<file path="config.mk">
export PLATFORM = sky130hd
export DESIGN_NAME = tmh_timer
export DESIGN_NICKNAME = d
export VERILOG_FILES = /design/src/hdl/tmh_pkg.sv /design/src/hdl/tmh_half.sv /design/src/hdl/tmh_timer.sv
export SDC_FILE = /design/constraint.sdc
export NUM_CORES = 1
export LEC_CHECK = 0
export BUFFER_PORTS_ARGS = -buffer_cell sky130_fd_sc_hd__buf_2
export CAP_MARGIN = 40
export CORE_MARGIN = 5
export CORE_UTILIZATION = 55
export CTS_CLUSTER_SIZE = 40
export DETAILED_ROUTE_END_ITERATION = 10
export GPL_TIMING_DRIVEN = 0
export PLACE_DENSITY_LB_ADDON = 0.05
export RECOVER_POWER = 25
export SYNTH_ARGS = -nofsm -noshare
export SYNTH_HDL_FRONTEND = slang
export SYNTH_HIERARCHICAL = 1
export SYNTH_SLANG_ARGS = --single-unit
</file>
<file path="constraint.sdc">
create_clock -name sys_clk -period 3.5 [get_ports sys_clk]
set_input_delay 0 -clock sys_clk [delete_from_list [all_inputs] [get_ports sys_clk]]
set_output_delay 0 -clock sys_clk [all_outputs]
set_load 0.03 [all_outputs]
</file>
<file path="src/hdl/tmh_pkg.sv">
// constants shared by the split 16-bit timer and its halves
// assumes a single 100 MHz system clock and an AXI4-Lite host
package tmh_pkg;

    // register byte offsets
    localparam logic [7:0] TMH_OFS_CFG     = 8'h00;
    localparam logic [7:0] TMH_OFS_MODE_A  = 8'h04;
    localparam logic [7:0] TMH_OFS_MODE_B  = 8'h08;
    localparam logic [7:0] TMH_OFS_CTL     = 8'h0c;
    localparam logic [7:0] TMH_OFS_IMR     = 8'h18;
    localparam logic [7:0] TMH_OFS_RIS     = 8'h1c;
    localparam logic [7:0] TMH_OFS_MIS     = 8'h20;
    localparam logic [7:0] TMH_OFS_ICR     = 8'h24;
    localparam logic [7:0] TMH_OFS_ILR_A   = 8'h28;
    localparam logic [7:0] TMH_OFS_ILR_B   = 8'h2c;
    localparam logic [7:0] TMH_OFS_MATCH_A = 8'h30;
    localparam logic [7:0] TMH_OFS_MATCH_B = 8'h34;
    localparam logic [7:0] TMH_OFS_PR_A    = 8'h38;
    localparam logic [7:0] TMH_OFS_PR_B    = 8'h3c;
    localparam logic [7:0] TMH_OFS_TV_A    = 8'h48;
    localparam logic [7:0] TMH_OFS_TV_B    = 8'h4c;

    // global configuration value for two 16-bit halves
    localparam logic [2:0] TMH_CFG_SPLIT = 3'h4;

    // half mode register fields
    localparam int TMH_MR_LSB  = 0;
    localparam int TMH_CMR_BIT = 2;
    localparam int TMH_AMS_BIT = 3;
    localparam logic [1:0] TMH_MR_ONESHOT  = 2'h1;
    localparam logic [1:0] TMH_MR_PERIODIC = 2'h2;
    localparam logic [1:0] TMH_MR_CAPTURE  = 2'h3;

    // control register fields, second half sits one stride higher
    localparam int TMH_CTL_STRIDE  = 8;
    localparam int TMH_CTL_EN      = 0;
    localparam int TMH_CTL_STALL   = 1;
    localparam int TMH_CTL_EVT_LSB = 2;
    localparam int TMH_CTL_OTE     = 5;
    localparam int TMH_CTL_INV     = 6;

    // event field encodings; any other code counts both edges
    localparam logic [1:0] TMH_EV_RISE = 2'h0;
    localparam logic [1:0] TMH_EV_FALL = 2'h1;

    // status bit positions, second half one stride higher
    localparam int TMH_ST_STRIDE = 8;
    localparam int TMH_ST_TO     = 0;
    localparam int TMH_ST_MATCH  = 1;
    localparam int TMH_ST_CAP    = 2;

    // values after reset
    localparam logic [15:0] TMH_CNT_RST = 16'hffff;
    localparam logic [15:0] TMH_ILR_RST = 16'hffff;
    localparam logic [7:0]  TMH_PR_RST  = 8'h00;

    // bus answers
    localparam logic [1:0] TMH_RESP_OKAY   = 2'h0;
    localparam logic [1:0] TMH_RESP_SLVERR = 2'h2;

endpackage

</file>
<file path="src/hdl/tmh_half.sv">
// one 16-bit timer half: one-shot, periodic, edge count, edge time, pwm
// assumes the register file in the parent holds all settings
`timescale 1ns/100ps
module tmh_half
    import tmh_pkg::*;
(
    // clock and reset
    input  wire logic        sys_clk,
    input  wire logic        resetn,
    // settings
    input  wire logic        enable,
    input  wire logic [1:0]  mode_field,
    input  wire logic        capture_mode,
    input  wire logic        alt_mode,
    input  wire logic [1:0]  event_sel,
    input  wire logic        stall,
    input  wire logic        trig_en,
    input  wire logic        invert,
    input  wire logic [15:0] load_val,
    input  wire logic        load_wr,
    input  wire logic [15:0] match_val,
    input  wire logic [7:0]  prescale,
    input  wire logic        dbg_halted,
    // pin
    input  wire logic        pin_in,
    output logic             pin_out,
    output logic             pin_oe_n,
    // results
    output logic [15:0]      count,
    output logic [15:0]      captured,
    output logic             timeout_evt,
    output logic             match_evt,
    output logic             capture_evt,
    output logic             trig,
    output logic             en_clr
);

    typedef struct packed {
        logic [2:0]  sync;
        logic        lvl;
        logic [15:0] cnt;
        logic [7:0]  pre;
        logic [15:0] cap;
        logic        pwm_raw;
        logic        pwm_pin;
        logic        oe_n;
        logic        timeout;
        logic        match;
        logic        capture;
        logic        trig;
        logic        en_clr;
    } tmh_half_state_t;

    tmh_half_state_t s;
    tmh_half_state_t next_s;

    logic edge_seen;
    logic ev;
    logic run;
    logic pwm_mode;
    logic time_mode;
    logic cnt_mode;
    logic oneshot;
    logic periodic;
    logic at_zero;

    assign pwm_mode  = alt_mode & ~capture_mode
                       & (mode_field == TMH_MR_PERIODIC);
    assign time_mode = capture_mode & (mode_field == TMH_MR_CAPTURE);
    assign cnt_mode  = ~capture_mode & (mode_field == TMH_MR_CAPTURE);
    assign oneshot   = (mode_field == TMH_MR_ONESHOT);
    assign periodic  = ~alt_mode & (mode_field == TMH_MR_PERIODIC);
    assign at_zero   = (s.cnt == 16'h0000);

    // the pulse guard keeps a self-disabled half from ticking once more
    assign run = enable & ~s.en_clr & ~(stall & dbg_halted);

    // only the agreed second and third stages decide a new level
    assign edge_seen = (s.sync[1] == s.sync[2]) && (s.sync[2] != s.lvl);
    always_comb
    begin
        unique case (event_sel)
            TMH_EV_RISE: ev = edge_seen & s.sync[2];
            TMH_EV_FALL: ev = edge_seen & ~s.sync[2];
            default:     ev = edge_seen;
        endcase
    end

    always_comb
    begin
        next_s = s;
        next_s.sync = {s.sync[1:0], pin_in};
        next_s.timeout = 1'b0;
        next_s.match = 1'b0;
        next_s.capture = 1'b0;
        next_s.trig = 1'b0;
        next_s.en_clr = 1'b0;
        if (edge_seen)
        begin
            next_s.lvl = s.sync[2];
        end
        if (load_wr)
        begin
            // new interval taken at once, even mid-count
            next_s.cnt = load_val;
            next_s.pre = prescale;
        end
        else if (run)
        begin
            if (pwm_mode || time_mode)
            begin
                // prescaler bypassed, one step per clock
                next_s.cnt = at_zero ? load_val : s.cnt - 16'h0001;
                if (time_mode && ev)
                begin
                    next_s.cap = s.cnt;
                    next_s.capture = 1'b1;
                end
            end
            else if (cnt_mode)
            begin
                if (ev)
                begin
                    if ((s.cnt - 16'h0001) == match_val)
                    begin
                        next_s.match = 1'b1;
                        next_s.cnt = load_val;
                        next_s.en_clr = 1'b1;
                    end
                    else
                    begin
                        next_s.cnt = s.cnt - 16'h0001;
                    end
                end
            end
            else if (oneshot || periodic)
            begin
                if (s.pre != 8'h00)
                begin
                    next_s.pre = s.pre - 8'h01;
                end
                else
                begin
                    next_s.pre = prescale;
                    if (at_zero)
                    begin
                        next_s.cnt = load_val;
                        next_s.timeout = 1'b1;
                        next_s.trig = trig_en;
                        next_s.en_clr = oneshot;
                    end
                    else
                    begin
                        next_s.cnt = s.cnt - 16'h0001;
                    end
                end
            end
        end
        if (pwm_mode)
        begin
            if (s.cnt == load_val)
            begin
                next_s.pwm_raw = 1'b1;
            end
            else if (s.cnt == match_val)
            begin
                next_s.pwm_raw = 1'b0;
            end
        end
        next_s.pwm_pin = next_s.pwm_raw ^ invert;
        next_s.oe_n = ~pwm_mode;
    end

    always_ff @(posedge sys_clk or negedge resetn)
    begin
        if (!resetn)
        begin
            s <= '{sync: 3'h0, lvl: 1'b0, cnt: TMH_CNT_RST,
                   pre: TMH_PR_RST, cap: TMH_CNT_RST, pwm_raw: 1'b0,
                   pwm_pin: 1'b0, oe_n: 1'b1, timeout: 1'b0,
                   match: 1'b0, capture: 1'b0, trig: 1'b0,
                   en_clr: 1'b0};
        end
        else
        begin
            s <= next_s;
        end
    end

    assign pin_out     = s.pwm_pin;
    assign pin_oe_n    = s.oe_n;
    assign count       = s.cnt;
    assign captured    = s.cap;
    assign timeout_evt = s.timeout;
    assign match_evt   = s.match;
    assign capture_evt = s.capture;
    assign trig        = s.trig;
    assign en_clr      = s.en_clr;

endmodule

</file>
<file path="src/hdl/tmh_timer.sv">
// Summary of operation
// - config value 4 splits into two halves
// - each half has its own mode register
// - down-counter plus optional 8-bit prescaler
// - mode field picks one-shot or periodic
// - count down, reload at zero next cycle
// - one-shot stops and clears enable; periodic continues
// - time-out sets sticky raw and masked status
// - converter trigger at time-out when enabled
// - interval load write reloads counter next cycle
// - debug stall freezes counter while halted
// - prescale P gives one step per P+1
// - prescaler bypassed in edge and pwm modes
// - capture bit 0 selects edge counting
// - qualifying edges decrement; match sets status
// - after match reload, disable, ignore edges
// - capture bit 1 selects free-running edge time
// - edge copies count to value register
// - edge time keeps counting, reloads at zero
// - pwm when alternate 1, capture 0, mode 2
// - pwm repeats, sets no status
// - pwm high at load value, low at match
// - inversion bit flips pwm polarity
// - mode field 1 one-shot, 2 periodic
// - mode 3 with capture bit 1 times edges
// - writing one to clear register clears flags
//
// top of the split timer: AXI4-Lite register file and two halves
// assumes host obeys AXI4-Lite and one write, one read in flight
`timescale 1ns/100ps
module tmh_timer
    import tmh_pkg::*;
(
    // clock and reset
    input  wire logic        sys_clk,
    input  wire logic        resetn,
    // axi4-lite write address
    input  wire logic [7:0]  s_axi_awaddr,
    input  wire logic        s_axi_awvalid,
    output logic             s_axi_awready,
    // axi4-lite write data
    input  wire logic [31:0] s_axi_wdata,
    input  wire logic [3:0]  s_axi_wstrb,
    input  wire logic        s_axi_wvalid,
    output logic             s_axi_wready,
    // axi4-lite write response
    output logic [1:0]       s_axi_bresp,
    output logic             s_axi_bvalid,
    input  wire logic        s_axi_bready,
    // axi4-lite read address
    input  wire logic [7:0]  s_axi_araddr,
    input  wire logic        s_axi_arvalid,
    output logic             s_axi_arready,
    // axi4-lite read data
    output logic [31:0]      s_axi_rdata,
    output logic [1:0]       s_axi_rresp,
    output logic             s_axi_rvalid,
    input  wire logic        s_axi_rready,
    // debug
    input  wire logic        dbg_halted,
    // capture / compare / pwm pins, index 0 is the first half
    input  wire logic [1:0]  capture_compare_pin_in,
    output logic [1:0]       capture_compare_pin_out,
    output logic [1:0]       capture_compare_pin_oe_n,
    // events
    output logic [1:0]       adc_trig,
    output logic             irq
);

    typedef struct packed {
        logic [2:0]        cfg;
        logic [1:0][3:0]   mode;
        logic [15:0]       ctl;
        logic [15:0]       imr;
        logic [15:0]       ris;
        logic [1:0][15:0]  ilr;
        logic [1:0][15:0]  match;
        logic [1:0][7:0]   pr;
        logic [1:0]        ilr_wr;
        logic              irq;
        logic              awready;
        logic              aw_held;
        logic [7:0]        awaddr;
        logic              wready;
        logic              w_held;
        logic [31:0]       wdata;
        logic [3:0]        wstrb;
        logic              bvalid;
        logic [1:0]        bresp;
        logic              arready;
        logic              rvalid;
        logic [1:0]        rresp;
        logic [31:0]       rdata;
    } tmh_top_state_t;

    tmh_top_state_t s;
    tmh_top_state_t next_s;

    logic [1:0][15:0] h_count;
    logic [1:0][15:0] h_cap;
    logic [1:0]       h_to;
    logic [1:0]       h_match;
    logic [1:0]       h_capt;
    logic [1:0]       h_trig;
    logic [1:0]       h_en_clr;
    logic [15:0]      st_set;
    logic [15:0]      icr_clr;
    logic [31:0]      wmask;
    logic [31:0]      rd_val;
    logic             rd_ok;
    logic             split;

    assign split = (s.cfg == TMH_CFG_SPLIT);

    // identical halves, one instance each
    genvar gi;
    generate
        for (gi = 0; gi < 2; gi++)
        begin : g_half
            tmh_half u_half
            (
                .sys_clk      (sys_clk),
                .resetn       (resetn),
                .enable       (split & s.ctl[gi*TMH_CTL_STRIDE+TMH_CTL_EN]),
                .mode_field   (s.mode[gi][TMH_MR_LSB+:2]),
                .capture_mode (s.mode[gi][TMH_CMR_BIT]),
                .alt_mode     (s.mode[gi][TMH_AMS_BIT]),
                .event_sel    (s.ctl[gi*TMH_CTL_STRIDE+TMH_CTL_EVT_LSB+:2]),
                .stall        (s.ctl[gi*TMH_CTL_STRIDE+TMH_CTL_STALL]),
                .trig_en      (s.ctl[gi*TMH_CTL_STRIDE+TMH_CTL_OTE]),
                .invert       (s.ctl[gi*TMH_CTL_STRIDE+TMH_CTL_INV]),
                .load_val     (s.ilr[gi]),
                .load_wr      (s.ilr_wr[gi]),
                .match_val    (s.match[gi]),
                .prescale     (s.pr[gi]),
                .dbg_halted   (dbg_halted),
                .pin_in       (capture_compare_pin_in[gi]),
                .pin_out      (capture_compare_pin_out[gi]),
                .pin_oe_n     (capture_compare_pin_oe_n[gi]),
                .count        (h_count[gi]),
                .captured     (h_cap[gi]),
                .timeout_evt  (h_to[gi]),
                .match_evt    (h_match[gi]),
                .capture_evt  (h_capt[gi]),
                .trig         (h_trig[gi]),
                .en_clr       (h_en_clr[gi])
            );
            // pwm mode never raises status since the half gives no events
            assign st_set[gi*TMH_ST_STRIDE+TMH_ST_TO]    = h_to[gi];
            assign st_set[gi*TMH_ST_STRIDE+TMH_ST_MATCH] = h_match[gi];
            assign st_set[gi*TMH_ST_STRIDE+TMH_ST_CAP]   = h_capt[gi];
            assign st_set[gi*TMH_ST_STRIDE+7:gi*TMH_ST_STRIDE+3] = 5'h00;
        end
    endgenerate

    assign wmask = {{8{s.wstrb[3]}}, {8{s.wstrb[2]}},
                    {8{s.wstrb[1]}}, {8{s.wstrb[0]}}};

    // read decode; edge time mode shows the captured count
    always_comb
    begin
        rd_val = 32'h0000_0000;
        rd_ok = 1'b1;
        unique case (s_axi_araddr)
            TMH_OFS_CFG:     rd_val = {29'h0, s.cfg};
            TMH_OFS_MODE_A:  rd_val = {28'h0, s.mode[0]};
            TMH_OFS_MODE_B:  rd_val = {28'h0, s.mode[1]};
            TMH_OFS_CTL:     rd_val = {16'h0, s.ctl};
            TMH_OFS_IMR:     rd_val = {16'h0, s.imr};
            TMH_OFS_RIS:     rd_val = {16'h0, s.ris};
            TMH_OFS_MIS:     rd_val = {16'h0, s.ris & s.imr};
            TMH_OFS_ICR:     rd_val = 32'h0000_0000;
            TMH_OFS_ILR_A:   rd_val = {16'h0, s.ilr[0]};
            TMH_OFS_ILR_B:   rd_val = {16'h0, s.ilr[1]};
            TMH_OFS_MATCH_A: rd_val = {16'h0, s.match[0]};
            TMH_OFS_MATCH_B: rd_val = {16'h0, s.match[1]};
            TMH_OFS_PR_A:    rd_val = {24'h0, s.pr[0]};
            TMH_OFS_PR_B:    rd_val = {24'h0, s.pr[1]};
            TMH_OFS_TV_A:    rd_val = {16'h0, s.mode[0][TMH_CMR_BIT]
                                       ? h_cap[0] : h_count[0]};
            TMH_OFS_TV_B:    rd_val = {16'h0, s.mode[1][TMH_CMR_BIT]
                                       ? h_cap[1] : h_count[1]};
            default:         rd_ok = 1'b0;
        endcase
    end

    always_comb
    begin
        next_s = s;
        next_s.ilr_wr = 2'b00;
        icr_clr = 16'h0000;
        // write channels, taken in either order
        if (s_axi_awvalid && s.awready)
        begin
            next_s.aw_held = 1'b1;
            next_s.awaddr = s_axi_awaddr;
        end
        if (s_axi_wvalid && s.wready)
        begin
            next_s.w_held = 1'b1;
            next_s.wdata = s_axi_wdata;
            next_s.wstrb = s_axi_wstrb;
        end
        if (s.bvalid && s_axi_bready)
        begin
            next_s.bvalid = 1'b0;
        end
        if (s.aw_held && s.w_held && !s.bvalid)
        begin
            next_s.aw_held = 1'b0;
            next_s.w_held = 1'b0;
            next_s.bvalid = 1'b1;
            next_s.bresp = TMH_RESP_OKAY;
            unique case (s.awaddr)
                TMH_OFS_CFG:
                    if (s.wstrb[0]) next_s.cfg = s.wdata[2:0];
                TMH_OFS_MODE_A:
                    if (s.wstrb[0]) next_s.mode[0] = s.wdata[3:0];
                TMH_OFS_MODE_B:
                    if (s.wstrb[0]) next_s.mode[1] = s.wdata[3:0];
                TMH_OFS_CTL:
                    next_s.ctl = (s.ctl & ~wmask[15:0])
                                 | (s.wdata[15:0] & wmask[15:0]);
                TMH_OFS_IMR:
                    next_s.imr = (s.imr & ~wmask[15:0])
                                 | (s.wdata[15:0] & wmask[15:0]);
                TMH_OFS_ICR:
                    icr_clr = s.wdata[15:0] & wmask[15:0];
                TMH_OFS_ILR_A, TMH_OFS_ILR_B:
                begin
                    next_s.ilr[s.awaddr[2]] =
                        (s.ilr[s.awaddr[2]] & ~wmask[15:0])
                        | (s.wdata[15:0] & wmask[15:0]);
                    next_s.ilr_wr[s.awaddr[2]] = 1'b1;
                end
                TMH_OFS_MATCH_A, TMH_OFS_MATCH_B:
                    next_s.match[s.awaddr[2]] =
                        (s.match[s.awaddr[2]] & ~wmask[15:0])
                        | (s.wdata[15:0] & wmask[15:0]);
                TMH_OFS_PR_A, TMH_OFS_PR_B:
                    if (s.wstrb[0]) next_s.pr[s.awaddr[2]] = s.wdata[7:0];
                TMH_OFS_RIS, TMH_OFS_MIS, TMH_OFS_TV_A, TMH_OFS_TV_B:
                    next_s.bresp = TMH_RESP_OKAY;
                default:
                    next_s.bresp = TMH_RESP_SLVERR;
            endcase
        end
        next_s.awready = ~next_s.aw_held;
        next_s.wready = ~next_s.w_held;
        // read channel, one beat in flight
        if (s.rvalid && s_axi_rready)
        begin
            next_s.rvalid = 1'b0;
            next_s.arready = 1'b1;
        end
        if (s_axi_arvalid && s.arready)
        begin
            next_s.rvalid = 1'b1;
            next_s.arready = 1'b0;
            next_s.rdata = rd_val;
            next_s.rresp = rd_ok ? TMH_RESP_OKAY : TMH_RESP_SLVERR;
        end
        // hardware clears of the enable bits follow any software write
        for (int h = 0; h < 2; h++)
        begin
            if (h_en_clr[h])
            begin
                next_s.ctl[h*TMH_CTL_STRIDE+TMH_CTL_EN] = 1'b0;
            end
        end
        // a set in the clearing cycle wins, no event is lost
        next_s.ris = (s.ris & ~icr_clr) | st_set;
        next_s.irq = |(next_s.ris & next_s.imr);
    end

    always_ff @(posedge sys_clk or negedge resetn)
    begin
        if (!resetn)
        begin
            s <= '{cfg: 3'h0, mode: 8'h00, ctl: 16'h0000, imr: 16'h0000,
                   ris: 16'h0000, ilr: {TMH_ILR_RST, TMH_ILR_RST},
                   match: 32'h0000_0000, pr: {TMH_PR_RST, TMH_PR_RST},
                   ilr_wr: 2'b00, irq: 1'b0, awready: 1'b1,
                   aw_held: 1'b0, awaddr: 8'h00, wready: 1'b1,
                   w_held: 1'b0, wdata: 32'h0000_0000, wstrb: 4'h0,
                   bvalid: 1'b0, bresp: TMH_RESP_OKAY, arready: 1'b1,
                   rvalid: 1'b0, rresp: TMH_RESP_OKAY,
                   rdata: 32'h0000_0000};
        end
        else
        begin
            s <= next_s;
        end
    end

    // adc trigger pulses come straight from the half flops
    assign adc_trig      = h_trig;
    assign irq           = s.irq;
    assign s_axi_awready = s.awready;
    assign s_axi_wready  = s.wready;
    assign s_axi_bvalid  = s.bvalid;
    assign s_axi_bresp   = s.bresp;
    assign s_axi_arready = s.arready;
    assign s_axi_rvalid  = s.rvalid;
    assign s_axi_rresp   = s.rresp;
    assign s_axi_rdata   = s.rdata;

endmodule

</file>
# Word level (Yosys, flattened, before mapping)
# Index checks and enable logic that the tools add are counted.
# word_totals
romBits	0
reg_bits	333
out_inout_bits	48
latch_bits	0
ramBits	0
mem_count	0
# classes
bitwise	55
n_eq_ne	57
n_reduce_logical	58
shifts	0
div_mod_pow	0
multipliers	0
n_lt_le_gt_ge	2
n_mux	108
addsub	4
# op_table
cell	n
16-bit 2-to-1 mux	26
16-bit one-hot mux with 15 select lines	1
16-bit AND	8
8-bit by 6-bit equality test with 1-bit output (second input constant)	16
16-bit equality test	6
24-bit 2-to-1 mux	4
40-bit 2-to-1 mux	2
32-bit bitwise mux	2
16-bit bitwise OR	4
8-bit 2-to-1 mux	7
16-bit OR reduction	3
37-bit 2-to-1 mux	1
36-bit 2-to-1 mux	1
1-bit 2-to-1 mux	35
8-bit by 4-bit equality test with 1-bit output (second input constant)	4
8-bit by 5-bit equality test with 1-bit output (second input constant)	4
8-bit by 7-bit equality test with 1-bit output (second input constant)	4
16-bit zero test	2
16-bit inverter	2
16-bit by 1-bit subtractor with 16-bit output (second input constant)	2
2-bit 2-to-1 mux	15
25-bit 2-to-1 mux	1
4-bit AND reduction	6
1-bit AND	22
other kinds (34)	106

# Logic depth before layout (Yosys ltp)
# Gate-level depths: netlist (run 1).
# logic_depth
ltp_word	9
ltp_mapped	13

# Cells and area by module
# Netlist (run 1), hierarchy kept.
# by_module_without_submodules
module	n_inst	cells_per_inst	area_each_um2
tmh_timer	1	778	9436.6
tmh_half (g_half[1].u_half)	1	463	3891.2
tmh_half (g_half[0].u_half)	1	441	3883.7

# Worst setup path after synthesis (run 1)
# Ideal clock, no wire load.
# synth_timing
kind	reg2reg
from	register g_half[1].u_half.s, in the netlist g_half[1].u_half/count[4]
to	register g_half[1].u_half.s, in the netlist g_half[1].u_half/count[4]
slack_ps	456
synth_period_minus_slack_ps	3044
setup_ps	91
t_arrival_ps	2953
path_stages_with_launch	11
path_cell_list	dfstp_2 > clkbuf_1 > nor4_1 > and4_1 > xor2_1 > a2111oi_1 > a41oi_2 > buf_6 > mux2i_1 > a2bb2oi_1 > o211ai_1
# synth_via
elab_chain_cells	8
word_cells_on_any_way	12
cone_classes	add/sub: 1; eq/ne: 1; mux: 9; reduce/logical: 1
# synth_rtl
element	line	text
start: declaration	tmh_half.sv:54	tmh_half_state_t s;
start signal: assignment	tmh_half.sv:178	s <= '{sync: 3'h0, lvl: 1'b0, cnt: TMH_CNT_RST,
start signal: assignment	tmh_half.sv:186	s <= next_s;
16-bit by 1-bit subtractor with 16-bit output / 16-bit zero test (equally long branches)	--	
16-bit equality test / 16-bit 2-to-1 mux (equally long branches)	tmh_half.sv:124, tmh_half.sv:113, tmh_half.sv:145	
16-bit 2-to-1 mux, on equally long branches	tmh_half.sv:124, tmh_half.sv:138	
16-bit 2-to-1 mux / 24-bit 2-to-1 mux (equally long branches)	tmh_half.sv:122, tmh_half.sv:136	
16-bit 2-to-1 mux	tmh_half.sv:120	else if (cnt_mode)
16-bit 2-to-1 mux *	tmh_half.sv:110	if (pwm_mode || time_mode)
40-bit 2-to-1 mux *	tmh_half.sv:108	else if (run)
24-bit 2-to-1 mux *	tmh_half.sv:102	if (load_wr)
# Every way passes the cells marked *; elsewhere a longest branch is shown, timed or not. The select of a mux whose other input is x is not followed.
# A chain may end at the register's enable or synchronous reset.

==> results of run 1 <==
==> worst max-delay path, cell delays in order (launching register included) <==
cell and delay, ns:
dfrtp_1 0.46, or4b_4 0.61, nor4_4 0.80, mux2_2 0.48
a222oi_1 0.67, nand4_1 0.27
==> power by group <==
group | switching (mW) | total (mW) | internal [mW]
Sequential | 0.538 | 4.39 | 3.85
Combinational | 1.32 | 2.19 | 0.872
Clock | 1.47 | 3.61 | 2.14
Total | 3.33 | 10.2 | 6.86
==> cell type report <==
type                            count  share of cell area
Clock inverter                     14            0.007125
Inverter                           45            0.008512
Clock buffer                       50             0.05000
Tap cell                          396             0.02497
Multi-Input combinational cell   1170              0.4289
Timing Repair Buffer              116             0.03903
Sequential cell                   297              0.3809
Antenna cell                        3           0.0003783
Buffer                            187             0.06021
==> cell families (layout without fill, tap and decap cells) <==
| group | after synthesis | count (layout) | share of synthesized area |
|---|---|---|---|
| adder cells (fa/ha/maj) | 6 | 6 | 0.004071 |
| flip-flops | 297 | 297 | 0.4392 |
| buffers and inverters | 232 | 412 | 0.07917 |
| other | 1 | 21 | 0.0002179 |
| multiplexers | 196 | 196 | 0.1266 |
| AND/OR/NAND/NOR | 502 | 502 | 0.1594 |
| AO/OA/AOI/OAI | 358 | 358 | 0.1456 |
| XOR/XNOR | 90 | 90 | 0.04580 |
==> flip-flops by register name, summed over array words and instances, names as in the netlist, 4 cells and up, named ones only <==
| register | flops |
|---|---|
| s_axi_rdata | 16 |
| g_half.u_half/s | 22 |
| g_half.u_half/count | 32 |
| g_half.u_half/captured | 32 |
| s | 155 |
| g_half.u_half/next_s | 4 |
==> layer usage <==
metal  global-route usage  up-vias  share of wire
met5                    0        -              0
met4               0.1013        0          0.033
met3              0.09201      116           0.10
met2               0.4872      727           0.43
met1               0.4590     7101           0.43
li1                     -     6369              -
==> synthesized netlist by cell type, drive strengths merged (6+ instances only) <==
master,n
dfrtp,196
mux2,173
nand2,138
buf,135
dfstp,101
nor2,88
o21ai,79
a21oi,73
xor2,56
clkbuf,52
inv,45
nor3,44
nand3,38
xnor2,34
a22oi,33
nor4,31
nand2b,24
mux2i,23
nand4,21
a211oi,16
nor2b,15
and2,14
or2,14
a31oi,13
or3,12
o211ai,11
a21boi,10
a221o,10
and3,10
or4,10
a21o,9
a2bb2oi,9
nand3b,9
nor4b,9
a221oi,8
a22o,8
a222oi,7
o22ai,7
or4b,7
a2111oi,6
a32oi,6
o22a,6
==> stage by stage <==
step	total power, mW	hold slack [ns]	worst slack [ns]	util	cells
floorplan	5.652	-0.2956	0.4561	-	1699
global placement	6.426	0.1084	-3.125	0.5895	2166
detailed placement	6.484	0.1098	-0.3788	0.5941	2178
CTS	10.16	0.04336	-0.007537	0.6431	2275
global route	10.60	0.1021	-0.01559	0.6452	2276
finish	10.19	0.07013	-0.01323	0.6453	2278
==> what timing repair did <==
| action | in CTS | in global routing |
|---|---|---|
| pin swaps | 0 | 2 |
| setup endpoints to repair | 32 | 32 |
| hold buffers | 33 | 0 |
| hold endpoints to repair | 89 | 0 |
| gates resized for setup | 7 | 22 |
==> final timing paths <==
kind / start / depth (start not counted) / to / slack (ns)
worst min register to register: g_half[1].u_half/next_s[50] / 0 / g_half[1].u_half/next_s[51] / 0.35
worst max register to register: s[82] / 5 / irq / -0.01
min in group asynchronous: resetn / 2 / g_half[1].u_half/pin_out / 0.99
max in group asynchronous: resetn / 3 / s[219] / 0.66
worst min-delay path: s_axi_awvalid / 3 / s_axi_awready / 0.07
worst max-delay path: s[82] / 5 / irq / -0.01
==> summary.md, run 1 <==
| Metric | Value |
|---|---|
| Outcome | finished with violations |
| Failing checks | max-capacitance violations, max-slew violations, negative setup slack |
| Crit Path Category | reg2reg |
| Die area | 34930 um^2 |
| DR WL/cell | 25.39 um |
| Worst setup margin | -0.01323 ns |
| FP Rows | 64 |
| Worst hold path class | in2reg |
| Placed inst area | 18270 um^2 |
| Area of the multi-input gates | 8511 um^2 |
| Commonest cells after routing, fill and taps aside | dfrtp_1, mux2_2, nand2_1 |
| Antenna-violating nets left | 0 |
| WL final | 57840 um |
| Die height | 186.9 um |
| Number of flops mapped to enable cells by yosys | 0 |
| CTS tree | yes |
| Clk buf depth | 3 |
| FMAX | 284.6 MHz |
| Final Skew | 0.02432 ns |
| Register area | 7559 um^2 |
| Worst Path Arrival | 3.84 ns |
| Tcrit/Tclk final | 1.004 |
| Ys flop type | dfrtp_1 |
| Pin count of the biggest net entering global routing | 117 |
| Synthesis Warnings | 6 |
| CP Capture Type | register |
| Later-pin clock latency in the skew report | 0.53 ns |
| Post-route cell area | 19840 um^2 |
| Mapped Cells | 1682 |
| DRC Markers | 0 |
| Max Slew Vio Count | 116 |
| Critical path peak fanout | 8 |
| Final hold viol count | 0 |
| # IOs | 110 |
| Leakage power | 8.694 nW |
| Area grow syn2layout | 15.29% |
| Worst-path clk slew | 0.06 ns |
| Max_cap viols | 1 |
| Initial antenna violation count | 3 |
| Via count | 14313 |
| Gr ovfl total | 0 |
| CTS HTree Levels | 2 |
| Core area | 30750 um^2 |
| Mapped Area | 17210 um^2 |
| First-pass GRT wire length | 87450 um |
| Sequential fraction of the synthesis area | 0.4392 |
| Vias in the first global route | 14129 |
| Slew HR | -0.9674 |
| Required @ worst endpoint | 3.82 ns |
| Worst-margin pin slew | 2.951 ns |
| IO buf count | 71 |
| Register bit total from synthesis | 297 |
| Clock sinks | 297 |
| RePlAce Congestion | 1.032 |
| Final Setup Violations | 1 |
| Final min period | 3.513 ns |
| CTS Root Cell | clkbuf_16 |
| Commonest non-fill, non-tap cell in the layout | dfrtp_1 |
| P per Cell Area | 513.3 nW/um^2 |
| Die boundary width | 186.9 um |
| GR Util All Layers | 0.3246 |
| Hpwl dp | 43510 um |
| Initial Util | 0.5597 |
| Layout cells sized above 1 | 0.3135 |
| Nets | 1918 |
| Netlist cell types | 100 |
| Worst Setup Start Kind | register |
| Setup_tns | -0.01323 ns |
| Async SR Flop Fraction | 1.000 |
| Post-CTS Setup Repair Bufs | 0 |
| Synth top area share | 0.2850 |
| Synthesized area per cell | 10.23 um^2 |
| Yosys top cell by area | dfrtp_1 |
| Peak VDD IR | 504.2 uV |
| DRT Pass-1 Iters | 5 |
| Number of buffers created by CTS | 35 |
| Vias per cell | 6.283 |
| Area contributors post-synth | dfrtp_1, dfstp_2, mux2_2 |
| Fill cells | 2607 |
| Initial detailed-routing violation count | 1496 |
Power figures use the tool's default switching activity.
==> inputs of run 2 (changes only) <==
- CORE_UTILIZATION: 55 -> 50
- SYNTH_HIERARCHICAL: 1 -> default
==> summary.md, run 2 <==
| Metric | Value |
|---|---|
| Outcome | finished with violations |
| Failing checks | max-capacitance violations, max-slew violations |
| R2R cell count | 10 (+5) |
| Count leader, synth | dfrtp_1 |
| Post-route cell area | 19110 um^2 (-3.7%) |
| Final hold viol count | 0 (unchanged) |
| Layer carrying the most global-route usage | met2 |
| Peak VDD IR | 514.4 uV (+2.0%) |
| Die height | 190.9 um (+2.1%) |
| Layout cells sized above 1 | 0.2813 (-0.03220) |
| Delay-heaviest family, CP | simple AND/OR/NAND/NOR gates |
| GR Layer Usage met2 | 0.4786 (-0.008581) |
| Leakage power | 8.443 nW (-2.9%) |
| First-pass GRT wire length | 85060 um (-2.7%) |
| Async SR Flop Fraction | 1.000 (unchanged) |
| Placed inst area | 17490 um^2 (-4.3%) |
| FMAX | 294.0 MHz (+3.3%) |
| Initial detailed-routing violation count | 1248 (-17%) |
| Gr ovfl total | 0 (unchanged) |
| GR Util All Layers | 0.3088 (-0.01573) |
| Mapped Cells | 1599 (-4.9%) |
| Synthesized area per cell | 10.23 um^2 (about the same) |
| Initial Util | 0.5042 (-0.05557) |
| CP most frequent cell | clkbuf_1 |
| FP Rows | 66 (+3.1%) |
| Area grow syn2layout | 16.82% |
| Mapped Area | 16360 um^2 (-4.9%) |
| Core area | 32450 um^2 (+5.5%) |
| Slowest stage delay, CP | 0.64 ns (-0.16 ns) |
| Later-pin clock latency in the skew report | 0.51 ns (-0.02 ns) |
| Die area | 36440 um^2 (+4.3%) |
| Seq pwr share | 0.422 (-0.009) |
| Sequential fraction of the synthesis area | 0.4620 (+0.02280) |
| Number of flops mapped to enable cells by yosys | 0 (unchanged) |
| Nets | 1839 (-4.1%) |
| Ys flop type | dfrtp_1 |
| Final Setup Violations | 0 (-1) |
| Sw power | 3.716 mW (+12%) |
| GRT met3 Usage | 0.04072 (-0.05129) |
| Hpwl dp | 41900 um (-3.7%) |
| Worst-margin pin slew | 2.181 ns (-0.7702 ns) |
| Synth top area share | 0.2998 (+0.01480) |
| Vias in the first global route | 13321 (-5.7%) |
| Worst-path clk slew | 0.06 ns (about the same) |
| Synthesis Warnings | 0 (-6) |
| Required @ worst endpoint | 3.93 ns (+0.11 ns) |
| Area contributors post-synth | dfrtp_1, dfstp_2, mux2_2 |
| Synth top cells by count | dfrtp_1, mux2_2, nand2_1, dfstp_2, nor2_1 |
| Sw frac | 0.3408 (+0.01437) |
| DRT Pass-1 Iters | 5 (unchanged) |
| R2r setup slk | 0.1 ns (+0.11 ns) |
| Via count | 13696 (-4.3%) |
| Critical path peak fanout | 9 (+1) |
| Number of buffers created by CTS | 36 (+2.9%) |
| Setup_tns | 0 ns (+0.01323 ns) |
| Worst Setup Start Kind | register |
| Worst hold stages | 2 (-1) |
| Clock sinks | 297 (unchanged) |
| Die boundary width | 190.9 um (+2.1%) |
| Worst Path Arrival | 3.83 ns (about the same) |
| DRC Markers | 0 (unchanged) |
| Post-Place Cells | 2145 (-1.5%) |
| DR WL/cell | 25.29 um (-0.39%) |
| Bufs and invs on worst path | 2 (+2) |
| Critical path depth | 10 (+5) |
| IO buf count | 73 (+2.8%) |
| CTS tree | yes |
| Antenna-violating nets left | 0 (unchanged) |
| Worst hold path class | in2reg |
| RePlAce Congestion | 0.9919 (-3.9%) |
| Hold Slack | 0.1379 ns (+0.06772 ns) |
| Commonest non-fill, non-tap cell in the layout | dfrtp_1 |
| WL final | 56680 um (-2.0%) |
| RSZ-0062 raised after global routing | no |
| Pin count of the biggest net entering global routing | 119 (+1.7%) |
| Register area | 7559 um^2 (unchanged) |
| Final min period | 3.401 ns (-0.1121 ns) |
| CTS Root Cell | clkbuf_16 |
| P per Cell Area | 570.4 nW/um^2 (+11%) |
| Area of the multi-input gates | 8203 um^2 (-3.6%) |
| Critical Path, Cell by Cell | clkbuf_1, or4_1, or2_2, clkbuf_1, o31ai_1, a2111oi_2, and4bb_2, nor3_4, nand2b_4, mux2_4 |
| Clk buf depth | 3 (unchanged) |
| Final Skew | 0.01081 ns (-0.01350 ns) |
| Comb pwr share | 0.241 (+0.026) |
| Yosys top cell by area | dfrtp_1 |
| Max reg flops | 155 (unchanged) |
| Non-Filler Instances | 2241 (-1.6%) |
| Max Slew Vio Count | 83 (-28%) |
| CTS HTree Levels | 2 (unchanged) |
| Register bit total from synthesis | 297 (unchanged) |
| Initial antenna violation count | 1 (-2) |
| Worst path slowest cell | or4_1 |
| Netlist cell types | 85 (-15%) |
| # IOs | 110 (unchanged) |
| ANT cells | 0 (-3) |
| Met1 Track Usage GR | 0.4637 (+0.004710) |
| Crit Path Category | reg2reg |
| Power, Total | 10.90 mW (+7.0%) |
| Slew HR | -0.4540 (+0.5134) |
| Tcrit/Tclk final | 0.9718 (-0.03202) |
| Vias per cell | 6.112 (-2.7%) |
| Cell Int Power | 7.187 mW (+4.7%) |
| CP Capture Type | register |
| Commonest cells after routing, fill and taps aside | dfrtp_1, mux2_2, nand2_1 |
| Largest Register | s |
| Fill cells | 2846 (+9.2%) |
| Max_cap viols | 1 (unchanged) |
| Clock share of power | 0.338 (-0.016) |
run 2: cell count changes in the layout (fill, tap and decap cells not counted), sizes merged, moves of 12 or more:
cell	previous run	this run
a22o	8	26
inv	48	32
a21oi	73	45
a21o	9	22
buf	194	143
nand2	138	151
nor4	31	19
a221oi	8	24
run 2: worst paths after layout:
kind                                        startpoint                           to
max in group asynchronous                       resetn                        s[75]
min in group asynchronous                       resetn     g_half[0].u_half.pin_out
hold / removal               capture_compare_pin_in[1]  g_half[1].u_half.next_s[50]
setup reg to reg             g_half[1].u_half.count[0]   g_half[1].u_half.count[13]
setup / recovery             g_half[1].u_half.count[0]   g_half[1].u_half.count[13]
hold reg to reg            g_half[1].u_half.next_s[50]  g_half[1].u_half.next_s[51]
run 2: layout make-up:
cell class,instances,share of cell area
multi-input cells,1150,0.4292
flip-flops and latches,297,0.3955
clock buffers,54,0.05388
repair buffers,123,0.04445
plain buffers,134,0.03600
well taps,442,0.02893
inverters,31,0.006088
clock inverters,10,0.006023
run 2: logic make-up (layout without fill, tap and decap cells):
family / Yosys count / after routing / share of synthesized area
other: 1 / 18 / 0.0002292
adder cells (fa/ha/maj): 6 / 6 / 0.004282
buffers and inverters: 169 / 352 / 0.04971
AO/OA/AOI/OAI: 356 / 356 / 0.1539
XOR/XNOR: 92 / 92 / 0.05009
multiplexers: 190 / 190 / 0.1298
AND/OR/NAND/NOR: 488 / 488 / 0.1501
flip-flops: 297 / 297 / 0.4620
run 2: what timing repair did:
item                       CTS  global route
pin swaps                    2             1
hold buffers                33             0
resized for setup           14            21
setup endpoints to repair   35            41
hold endpoints to repair   113             0
buffers inserted             2             1
run 2: routing by layer:
metal  wire (um)  vias to the layer above
met5           0                        -
li1            -                     6146
met2       25170                      611
met4        1494                        0
met1       25720                     6846
met3        4292                       93
run 2: stage by stage:
step | worst slack, ns | utilization
floorplan | 0.1511 | -
global placement | -3.253 | 0.5344
detailed placement | -0.6928 | 0.5390
CTS | 0.0001172 | 0.5865
global route | 0.001226 | 0.5889
finish | 0.09883 | 0.5889
run 2: worst reg2reg max path: stages, from the launching register on:
cell	delay, ns
dfstp_2	0.36
clkbuf_1	0.24
or4_1	0.64
or2_2	0.30
clkbuf_1	0.21
o31ai_1	0.35
a2111oi_2	0.14
and4bb_2	0.32
nor3_4	0.22
nand2b_4	0.24
mux2_4	0.31
run 2: power by group through the flow:
stage | Clock [mW] | Combinational [mW] | Sequential [mW]
floorplan | 0 | 1.64 | 4.38
global placement | 0 | 2.41 | 4.59
detailed placement | 0 | 2.47 | 4.60
CTS | 3.73 | 2.54 | 4.56
global route | 3.88 | 2.85 | 4.64
finish | 3.68 | 2.63 | 4.60
